**config.mk**
```make
export PLATFORM = sky130hd
export DESIGN_NAME = wkpsel_top
export DESIGN_NICKNAME = d
export VERILOG_FILES = /design/src/rtl/wkpsel_pkg.sv /design/src/rtl/wkpsel_edge.sv /design/src/rtl/wkpsel_mux.sv /design/src/rtl/wkpsel_top.sv
export SDC_FILE = /design/constraint.sdc
export NUM_CORES = 1
export LEC_CHECK = 0
export BUFFER_PORTS_ARGS = -buffer_cell sky130_fd_sc_hd__buf_4
export CORE_UTILIZATION = 39
export DETAILED_ROUTE_END_ITERATION = 10
export PLACE_DENSITY = 0.73
export SETUP_SLACK_MARGIN = 0.4
export SLEW_MARGIN = 20
export SYNTH_ARGS = -nofsm -noshare
export SYNTH_HDL_FRONTEND = slang
export SYNTH_SLANG_ARGS = --single-unit
```
**constraint.sdc**
```tcl
create_clock -name CORE_CLK_I -period 1.8 [get_ports CORE_CLK_I]
set_input_delay 0.09 -clock CORE_CLK_I [delete_from_list [all_inputs] [get_ports CORE_CLK_I]]
set_output_delay 0.09 -clock CORE_CLK_I [all_outputs]
set_load 0.05 [all_outputs]
```
**src/rtl/wkpsel_pkg.sv**
```systemverilog
/*
  Shared constants of the wakeup output pin selector: register
  offsets, field positions, reset values and interrupt bit layout.
  Assumes a 40 MHz core clock and a plain strobe register port.
*/
package wkpsel_pkg;

  // ****************************************************************
  // register offsets (byte addresses, one word each)
  // ****************************************************************
  localparam logic [7:0] ADDR_TEST_MODE = 8'h00;
  localparam logic [7:0] ADDR_CHAN_SEL = 8'h04;
  localparam logic [7:0] ADDR_CORR_CFG = 8'h08;
  localparam logic [7:0] ADDR_PIN_STATE = 8'h0C;
  localparam logic [7:0] ADDR_IRQ_STATUS = 8'h10;
  localparam logic [7:0] ADDR_IRQ_MASK = 8'h14;

  // ****************************************************************
  // field positions
  // ****************************************************************
  localparam int TEST_ROUTE_ENABLE_BIT = 0;
  localparam int TEST_SELECT_LOW_BIT = 1;
  localparam int TEST_SELECT_HIGH_BIT = 2;
  localparam int CHAN_SELECT_LOW_BIT = 0;
  localparam int CHAN_SELECT_HIGH_BIT = 1;
  localparam int STRENGTH_MODE_LOW_BIT = 2;
  localparam int STRENGTH_MODE_HIGH_BIT = 3;
  localparam int ERR_TOL_LSB = 0;
  localparam int THRESHOLD_TAU_BIT = 4;

  // ****************************************************************
  // widths and reset values
  // ****************************************************************
  localparam int DATA_W = 32;
  localparam int ADDR_W = 8;
  localparam int CHANNELS = 3;
  localparam int IRQ_W = 4;
  localparam logic [2:0] TEST_MODE_RESET = 3'h0;
  localparam logic [3:0] CHAN_SEL_RESET = 4'h0;
  localparam logic [1:0] ERR_TOL_RESET = 2'h0;
  localparam logic [1:0] ERR_TOL_MAX = 2'h2;
  localparam logic THRESHOLD_TAU_RESET = 1'b1;
  localparam logic [IRQ_W-1:0] IRQ_MASK_RESET = 4'h0;

  // interrupt bits: one per channel detect rise, bit 3 combined detect
  localparam int IRQ_COMBINED_BIT = 3;

endpackage

```
**src/rtl/wkpsel_edge.sv**
```systemverilog
/*
  Rising edge detector with a sticky flag, cleared by writing a one.
  Assumes the event input is synchronous to the clock.
*/
module wkpsel_edge
(
  input wire logic clk_i,
  input wire logic nrst_i,
  input wire logic event_i,
  input wire logic clear_i,
  output logic flag_o
);

  logic prev;

  // previous level for edge finding
  always_ff @(posedge clk_i)
  begin
    if (!nrst_i)
      prev <= 1'b0;
    else
      prev <= event_i;
  end

  // sticky flag, a new edge wins over a clear
  always_ff @(posedge clk_i)
  begin
    if (!nrst_i)
      flag_o <= 1'b0;
    else if (event_i && !prev)
      flag_o <= 1'b1;
    else if (clear_i)
      flag_o <= 1'b0;
  end

endmodule

```
**src/rtl/wkpsel_mux.sv**
```systemverilog
/*
  Channel selector: picks one of three channel signals by the two
  channel select bits. Code 1/1 gives a defined low.
  Assumes inputs synchronous to the clock; output is combinational.
*/
module wkpsel_mux
(
  input wire logic [2:0] chan_i,
  input wire logic [1:0] sel_i,
  output logic pick_o
);

  // 0/0 first, 0/1 second, 1/0 third, 1/1 low
  always_comb
  begin
    unique case (sel_i)
      2'b00: pick_o = chan_i[0];
      2'b01: pick_o = chan_i[1];
      2'b10: pick_o = chan_i[2];
      2'b11: pick_o = 1'b0;
    endcase
  end

endmodule

```
**src/rtl/wkpsel_top.sv**
```systemverilog
/*
  Wakeup output pin selector: routes combined detect, per-channel
  detect or per-channel bitstream to the wake pin and to the
  strength pin, holds correlator tolerance and threshold filter
  settings, and raises an interrupt on detect events.
  Assumes one 40 MHz clock, synchronous active low reset, and a
  strobe register port with read data one cycle after the strobe.
  The strength pin enable is meant for a pad that is released while
  low; outside digital mode the pin value is a one-bit stand-in for
  the analog level, passed through with one cycle of lag.
*/
// Local design decisions: the address-and-strobe port and the register offsets.
module wkpsel_top
(
  input wire logic CORE_CLK_I,
  input wire logic NRST_I,
  input wire logic [wkpsel_pkg::ADDR_W-1:0] ADDR_I,
  input wire logic [wkpsel_pkg::DATA_W-1:0] WDATA_I,
  input wire logic WR_I,
  input wire logic RD_I,
  output logic [wkpsel_pkg::DATA_W-1:0] RDATA_O,
  input wire logic [2:0] CHAN_BITSTREAM_I,
  input wire logic [2:0] CHAN_DETECT_I,
  input wire logic CHIP_SELECT_I,
  input wire logic ANALOG_STRENGTH_I,
  output logic WAKE_O,
  output logic STRENGTH_O,
  output logic STRENGTH_OE_O,
  output logic STRENGTH_DIGITAL_O,
  output logic [1:0] ERR_TOL_O,
  output logic THRESHOLD_TAU_O,
  output logic IRQ_O
);

  // ****************************************************************
  // configuration registers
  // ****************************************************************
  logic test_route_enable;
  logic test_select_low;
  logic test_select_high;
  logic chan_select_low;
  logic chan_select_high;
  logic strength_out_mode_low;
  logic strength_out_mode_high;
  logic [1:0] err_tol;
  logic threshold_tau_select;
  logic [wkpsel_pkg::IRQ_W-1:0] irq_mask;
  logic [wkpsel_pkg::IRQ_W-1:0] irq_status;
  logic [wkpsel_pkg::IRQ_W-1:0] irq_clear;
  logic [1:0] wr_tol;

  // ****************************************************************
  // write decode
  // ****************************************************************
  logic wr_test;
  logic wr_chan;
  logic wr_corr;
  logic wr_mask;
  logic wr_stat;

  // one strobe per writable register (pin state has none), unmapped offsets decode to nothing
  assign wr_test = WR_I && (ADDR_I == wkpsel_pkg::ADDR_TEST_MODE);
  assign wr_chan = WR_I && (ADDR_I == wkpsel_pkg::ADDR_CHAN_SEL);
  assign wr_corr = WR_I && (ADDR_I == wkpsel_pkg::ADDR_CORR_CFG);
  assign wr_mask = WR_I && (ADDR_I == wkpsel_pkg::ADDR_IRQ_MASK);
  assign wr_stat = WR_I && (ADDR_I == wkpsel_pkg::ADDR_IRQ_STATUS);

  // test mode register, all three bits load in one write so the
  // route never passes through a half-written code
  always_ff @(posedge CORE_CLK_I)
  begin
    if (!NRST_I)
    begin
      test_route_enable <= wkpsel_pkg::TEST_MODE_RESET[0];
      test_select_low <= wkpsel_pkg::TEST_MODE_RESET[1];
      test_select_high <= wkpsel_pkg::TEST_MODE_RESET[2];
    end
    else if (wr_test)
    begin
      test_route_enable <= WDATA_I[wkpsel_pkg::TEST_ROUTE_ENABLE_BIT];
      test_select_low <= WDATA_I[wkpsel_pkg::TEST_SELECT_LOW_BIT];
      test_select_high <= WDATA_I[wkpsel_pkg::TEST_SELECT_HIGH_BIT];
    end
  end

  // channel select register, channel code and strength mode
  // load together
  always_ff @(posedge CORE_CLK_I)
  begin
    if (!NRST_I)
    begin
      chan_select_low <= wkpsel_pkg::CHAN_SEL_RESET[0];
      chan_select_high <= wkpsel_pkg::CHAN_SEL_RESET[1];
      strength_out_mode_low <= wkpsel_pkg::CHAN_SEL_RESET[2];
      strength_out_mode_high <= wkpsel_pkg::CHAN_SEL_RESET[3];
    end
    else if (wr_chan)
    begin
      chan_select_low <= WDATA_I[wkpsel_pkg::CHAN_SELECT_LOW_BIT];
      chan_select_high <= WDATA_I[wkpsel_pkg::CHAN_SELECT_HIGH_BIT];
      strength_out_mode_low <= WDATA_I[wkpsel_pkg::STRENGTH_MODE_LOW_BIT];
      strength_out_mode_high <= WDATA_I[wkpsel_pkg::STRENGTH_MODE_HIGH_BIT];
    end
  end

  // tolerance field; each step lets one more invalid zero half-bit
  // pass, trading false-wake immunity for reach, so values above
  // the maximum saturate rather than wrap to zero
  assign wr_tol = WDATA_I[wkpsel_pkg::ERR_TOL_LSB +: 2];

  // correlator and threshold filter settings
  // tau resets to the large constant, the noise-robust choice
  always_ff @(posedge CORE_CLK_I)
  begin
    if (!NRST_I)
    begin
      err_tol <= wkpsel_pkg::ERR_TOL_RESET;
      threshold_tau_select <= wkpsel_pkg::THRESHOLD_TAU_RESET;
    end
    else if (wr_corr)
    begin
      err_tol <= (wr_tol > wkpsel_pkg::ERR_TOL_MAX) ? wkpsel_pkg::ERR_TOL_MAX : wr_tol;
      threshold_tau_select <= WDATA_I[wkpsel_pkg::THRESHOLD_TAU_BIT];
    end
  end

  // interrupt mask register, a one lets that status bit
  // raise the interrupt line
  always_ff @(posedge CORE_CLK_I)
  begin
    if (!NRST_I)
      irq_mask <= wkpsel_pkg::IRQ_MASK_RESET;
    else if (wr_mask)
      irq_mask <= WDATA_I[wkpsel_pkg::IRQ_W-1:0];
  end

  // ****************************************************************
  // signal routing
  // ****************************************************************
  logic combined_detect;
  logic pick_bitstream;
  logic pick_detect;
  logic strength_digital;
  logic strength_sel;
  logic wake_sel;
  logic [1:0] test_sel;
  logic [1:0] chan_sel;
  logic route_bitstream;
  logic route_detect;
  logic chan_sel_combined;
  logic next_strength;

  // combined detect is the or of all channels, the normal wake
  // source and the strength pin's all-channel signal
  assign combined_detect = |CHAN_DETECT_I;

  // ****************************************************************
  // route code decode
  // ****************************************************************
  // select pairs as codes, upper bit first
  assign test_sel = {test_select_high, test_select_low};
  assign chan_sel = {chan_select_high, chan_select_low};

  // 0/0 routes the bitstream, 0/1 the detect; upper bit set is unlisted
  assign route_bitstream = (test_sel == 2'h0);
  assign route_detect = (test_sel == 2'h1);

  // channel code 1/1 names no single channel
  assign chan_sel_combined = (chan_sel == 2'h3);

  // detector outputs, the same that feed the correlators; both
  // muxes share one channel code so data and detect never split
  wkpsel_mux u_data_mux
  (
    .chan_i(CHAN_BITSTREAM_I),
    .sel_i(chan_sel),
    .pick_o(pick_bitstream)
  );

  // per-channel detect flags through the same channel code
  wkpsel_mux u_detect_mux
  (
    .chan_i(CHAN_DETECT_I),
    .sel_i(chan_sel),
    .pick_o(pick_detect)
  );

  // wake pin selection; route enable low always wins, so normal
  // wakeups survive any test code left behind
  always_comb
  begin
    if (!test_route_enable)
      wake_sel = combined_detect;
    else if (route_bitstream)
      wake_sel = pick_bitstream;
    else if (route_detect)
      wake_sel = pick_detect;
    else
      wake_sel = 1'b0;
  end

  assign strength_digital = strength_out_mode_high && !strength_out_mode_low;

  // strength pin selection in digital mode, route enable ignored so
  // the wake pin can stay normal while this pin shows one channel
  always_comb
  begin
    if (chan_sel_combined)
      strength_sel = combined_detect;
    else if (route_bitstream)
      strength_sel = pick_bitstream;
    else if (route_detect)
      strength_sel = pick_detect;
    else
      strength_sel = 1'b0;
  end

  // ****************************************************************
  // pin output registers
  // ****************************************************************
  // strength pin value, digital pick or the analog stand-in
  assign next_strength = strength_digital ? strength_sel : ANALOG_STRENGTH_I;

  // wake pin, one cycle behind the channel inputs
  always_ff @(posedge CORE_CLK_I)
  begin
    if (!NRST_I)
      WAKE_O <= 1'b0;
    else
      WAKE_O <= wake_sel;
  end

  // strength pin, same lag as the wake pin so both stay aligned
  always_ff @(posedge CORE_CLK_I)
  begin
    if (!NRST_I)
      STRENGTH_O <= 1'b0;
    else
      STRENGTH_O <= next_strength;
  end

  // drive the strength pin only while chip select is high; the enable
  // has no register so the pad lets go in the very cycle of deselect,
  // while the level it shows is the registered pin value; mode and
  // settings outputs come straight from their registers
  assign STRENGTH_OE_O = CHIP_SELECT_I;
  assign STRENGTH_DIGITAL_O = strength_digital;
  assign ERR_TOL_O = err_tol;
  assign THRESHOLD_TAU_O = threshold_tau_select;

  // ****************************************************************
  // interrupts
  // ****************************************************************
  // a write of ones clears those flags, zeros leave them alone; an
  // edge in the same cycle as its clear still sets the flag
  assign irq_clear = wr_stat ? WDATA_I[wkpsel_pkg::IRQ_W-1:0] : '0;

  // one sticky flag per channel, set on the rising edge of its
  // detect level so a held detect is reported once
  genvar g;
  generate
    for (g = 0; g < wkpsel_pkg::CHANNELS; g++)
    begin : g_irq
      wkpsel_edge u_edge
      (
        .clk_i(CORE_CLK_I),
        .nrst_i(NRST_I),
        .event_i(CHAN_DETECT_I[g]),
        .clear_i(irq_clear[g]),
        .flag_o(irq_status[g])
      );
    end
  endgenerate

  // combined detect flag
  wkpsel_edge u_edge_comb
  (
    .clk_i(CORE_CLK_I),
    .nrst_i(NRST_I),
    .event_i(combined_detect),
    .clear_i(irq_clear[wkpsel_pkg::IRQ_COMBINED_BIT]),
    .flag_o(irq_status[wkpsel_pkg::IRQ_COMBINED_BIT])
  );

  logic [wkpsel_pkg::IRQ_W-1:0] irq_pending;

  // unmasked flags hold the level interrupt high
  assign irq_pending = irq_status & irq_mask;
  assign IRQ_O = |irq_pending;

  // ****************************************************************
  // register read port
  // ****************************************************************
  logic [wkpsel_pkg::DATA_W-1:0] next_rdata;

  // read word select, zero outside a read slot so the bus idles low
  always_comb
  begin
    next_rdata = '0;
    if (RD_I)
    begin
      unique case (ADDR_I)
        wkpsel_pkg::ADDR_TEST_MODE:
          next_rdata = {29'h0, test_select_high, test_select_low, test_route_enable};
        wkpsel_pkg::ADDR_CHAN_SEL:
          next_rdata = {28'h0, strength_out_mode_high, strength_out_mode_low,
                        chan_select_high, chan_select_low};
        wkpsel_pkg::ADDR_CORR_CFG:
          next_rdata = {27'h0, threshold_tau_select, 2'h0, err_tol};
        wkpsel_pkg::ADDR_PIN_STATE:
          next_rdata = {30'h0, STRENGTH_O, WAKE_O};
        wkpsel_pkg::ADDR_IRQ_STATUS:
          next_rdata = {28'h0, irq_status};
        wkpsel_pkg::ADDR_IRQ_MASK:
          next_rdata = {28'h0, irq_mask};
        default:
          next_rdata = '0;
      endcase
    end
  end

  // read data register, stands only in the cycle after the strobe
  always_ff @(posedge CORE_CLK_I)
  begin
    if (!NRST_I)
      RDATA_O <= '0;
    else
      RDATA_O <= next_rdata;
  end

endmodule

```
==> results.md <==
* Die area at approximately 4300 um2
* Synth Area in Simple Gates at 21.5%
* Vias in the first global route at between 1000 and 1500
* Worst-path fanout max at 6
* GRT Total Usage at between 10% and 20%
* Worst vdd ir at roughly 0.4 mV
* Via-to-Cell Ratio at 4.70
* Arr. time, crit path at 1.61 ns
* Type of origin of the critical path: input pin
* Post-synthesis cell count at between 150 and 200
* Most numerous cell in the Yosys netlist: dfxtp_1
* I/O pins at 92
* Initial DRC Count at 47
* Starting Density at ~42%
* Yosys warns at 0
* Hold Crit Class: input pin to flip-flop
* CTS clk-pin slew, worst paths at around 0.060 ns
* Sequential share of power at between 40 and 50%
* Compound-cell area share of the yosys netlist at 10.6%
* Routed Antenna Nets at 0
* Met2 Resource Use GR at around a quarter
* Clock share of power at 35.5%
* P_int at roughly 0.001 W
* Grt total ovfl at 0
* Synth Register Bits at 29
* Crit path largest cell delay at approximately 0.58 ns
* Clock Latency Late Sink at roughly 0.28 ns
* Comb power frac at ~19%
* Grt met3 use at 6.60%
* H-Tree Depth at 2
* Final GP Congestion at between 0.7 and 0.8
* Setup Crit Path Kind: input pin to flip-flop
* Largest family of logic cells by synthesized area: simple AND/OR/NAND/NOR gates
* Run status: completed
* Xor and xnor area share after synthesis at 0%
* # setup viols final at 0
* CTS Sinks at 29
* Share of layout cells above drive strength 1 at between 20% and 30%
* Clock Skew at between 0.004 and 0.005 ns
* Post-Route WL at about 3300 um
* Crit path time final at 1.38 ns
* Power density over cell area at around 760 nW/um2
* Leak at 0.833 nW
* Nets at 264
* Syn Area/Cell at 9.11 um2
* Rows at 22
* CTS root buf: clkbuf_8
* Unique masters post-synth at 36
* Critical path data required time at 2.02 ns
* Async S/R FF share, synth at 0%
* Post-synth top area share at about 37%
* Fin crit share at ~77%
* Mux cell area share after synthesis at roughly 15%
* Critical path endpoint category: flip-flop
* Leading cell types by count after synthesis: 29 x dfxtp_1, 28 x buf_4, 20 x mux2i_1, 17 x nor2b_1, 9 x nand2_1
* Synth Area in Adders at 0%
* Area delta synth->final at 21.5%
* Setup_tns at 0 ns
* Final Hold Violating Endpoints at 0
* CTS tree: yes
* Largest net degree at the start of global routing at 26
* Overall via count from detail_route at roughly 1200
* GR peak layer: met2
* Max-Cap Viols at 0
* Antenna Cells at 0
* Final Util at between 50 and 60%
* Post-DP HPWL at 2450 um
* DR pass1 iterations at 4
* Switching part of the total at 31.0%
* Top_reg_cell synth: dfxtp_1
* Worst path cell trace: buf_4 > or4_4 > or3_4 > or3b_1 > a21boi_1
* Slowest stage cell, crit path: or4_4
* Die W at 65.4 um
* Number of port buffers at 35
* Seq/Total Area, Yosys at between 30% and 40%
* Clock buffer count from CTS at 5
* GR Util met1 at between 20% and 30%
* Post-synth EDFFs at 0
* Clock buffer depth at 2
* Fin. max-slew vios at 0
* Core box area at between 3000 and 4000 um2
* Synthesized area at 1570 um2
* Wire per inst at between 10 and 15 um
* Chip height at between 60 and 70 um
* Initial antenna violation count at 0
* Yosys top cell by area: dfxtp_1
* Top post-synthesis cells by area: dfxtp_1 37%, buf_4 13%, mux2i_1 13%, nor2b_1 6.8%, nand2_1 2.2%
* Switch Pwr at approximately 0.00045 W
* Drt drc at 0
* First-pass GRT wire length at ~5400 um
* Fmax at ~720 MHz
* RSZ-0062 raised after global routing: yes
-- layout make-up --
class | count | area (um2)
Fill cell | 369 | 1870
Tap cell | 48 | 60.1
Clock inverter | 2 | 10.0
Sequential cell | 29 | 581
Clock buffer | 6 | 72.6
Inverter | 3 | 11.3
Multi-Input combinational cell | 132 | 861
Timing Repair Buffer | 41 | 310
-- flip-flops by register name, indices dropped and copies added, names as in the netlist, 2 cells and up --
signal	count
g_irq.u_edge.flag_o	3
irq_mask	4
ERR_TOL_O	2
g_irq.u_edge.prev	3
RDATA_O	5
-- placed cells by master, fill, tap and decap left out, drive strengths merged, types with 2 or more instances in the layout --
| cell | n |
|---|---|
| nor2b | 17 |
| a22oi | 3 |
| nand2 | 9 |
| mux2 | 3 |
| nand3 | 3 |
| inv | 3 |
| clkinv | 2 |
| a31oi | 2 |
| nor2 | 7 |
| nor4 | 2 |
| or2 | 2 |
| and2 | 3 |
| a21boi | 4 |
| or3 | 4 |
| clkbuf | 6 |
| mux2i | 20 |
| buf | 40 |
| conb | 27 |
| o21a | 3 |
| nor3 | 4 |
| a21oi | 6 |
| or4 | 2 |
| dfxtp | 29 |
| o21ai | 3 |
-- power by group through the flow --
stage	clock, W	sequential, W	combinational [W]
6_report	0.000514	0.000667	0.000268
2_1_floorplan	0	0.000688	0.000236
5_1_grt	0.000559	0.000668	0.000284
3_3_place_gp	0	0.000680	0.000263
3_5_place_dp	0	0.000681	0.000264
4_1_cts	0.000524	0.000667	0.000267
-- final timing paths --
check	slack (ns)	depth (start not counted)	start	endpoint
worst max register to register	0.60	3	test_select_low$_SDFFE_PN0P_	RDATA_O[1]$_SDFF_PN0_
worst min register to register	0.43	1	u_edge_comb.prev$_SDFF_PN0_	u_edge_comb.flag_o$_SDFFE_PN0P_
worst max-delay path	0.42	5	ADDR_I[7]	ERR_TOL_O[0]$_SDFFE_PN0P_
worst min-delay path	0.03	2	CHAN_DETECT_I[0]	g_irq[0].u_edge.prev$_SDFF_PN0_
-- kinds of logic (layout without fill, tap and decap cells) --
| family | count (synthesis) | count (layout) |
|---|---|---|
| AND/OR/NAND/NOR | 57 | 57 |
| buffers and inverters | 37 | 52 |
| flip-flops | 29 | 29 |
| AO/OA/AOI/OAI | 25 | 25 |
| multiplexers | 23 | 23 |
| other | 1 | 27 |
-- repair_timing --
item / CTS / global route
cloned: 0 / 0
pin swaps: 1 / 1
endpoints found under the setup margin: 1 / 2
endpoints found under the hold margin: 1 / 0
resized for setup: 1 / 1
hold buffers: 1 / 0
setup buffers: 0 / 1
-- stage by stage --
| stage | power [W] | instances | area [um2] | setup slack (ns) | hold slack, ns |
|---|---|---|---|---|---|
| final | 0.00145 | 261 | 1910 | 0.415 | 0.0311 |
| after global routing | 0.00151 | 261 | 1910 | 0.376 | 0.0323 |
| after CTS | 0.00146 | 260 | 1890 | 0.405 | 0.0287 |
| after detailed placement | 0.000945 | 251 | 1800 | 0.0727 | 0.181 |
| after global placement | 0.000943 | 251 | 1800 | 0.0983 | 0.181 |
| after floorplan | 0.000923 | 198 | 1700 | 0.113 | 0.207 |
-- worst max-delay path, delay by kind of cell --
| kind | cells | cell delay (ns) |
|---|---|---|
| buffers and inverters | 1 | 0.11 |
| AND/OR/NAND/NOR | 3 | 1.28 |
| AO/OA/AOI/OAI | 1 | 0.12 |
-- routing by layer --
layer  vias up  part of all wire [%]
met2        48                    47
li1        618                     -
met3         7                   6.9
met1       554                    45
met5         -                     0
met4         0                   1.8
Note: power is estimated with default switching activity, not from simulation.
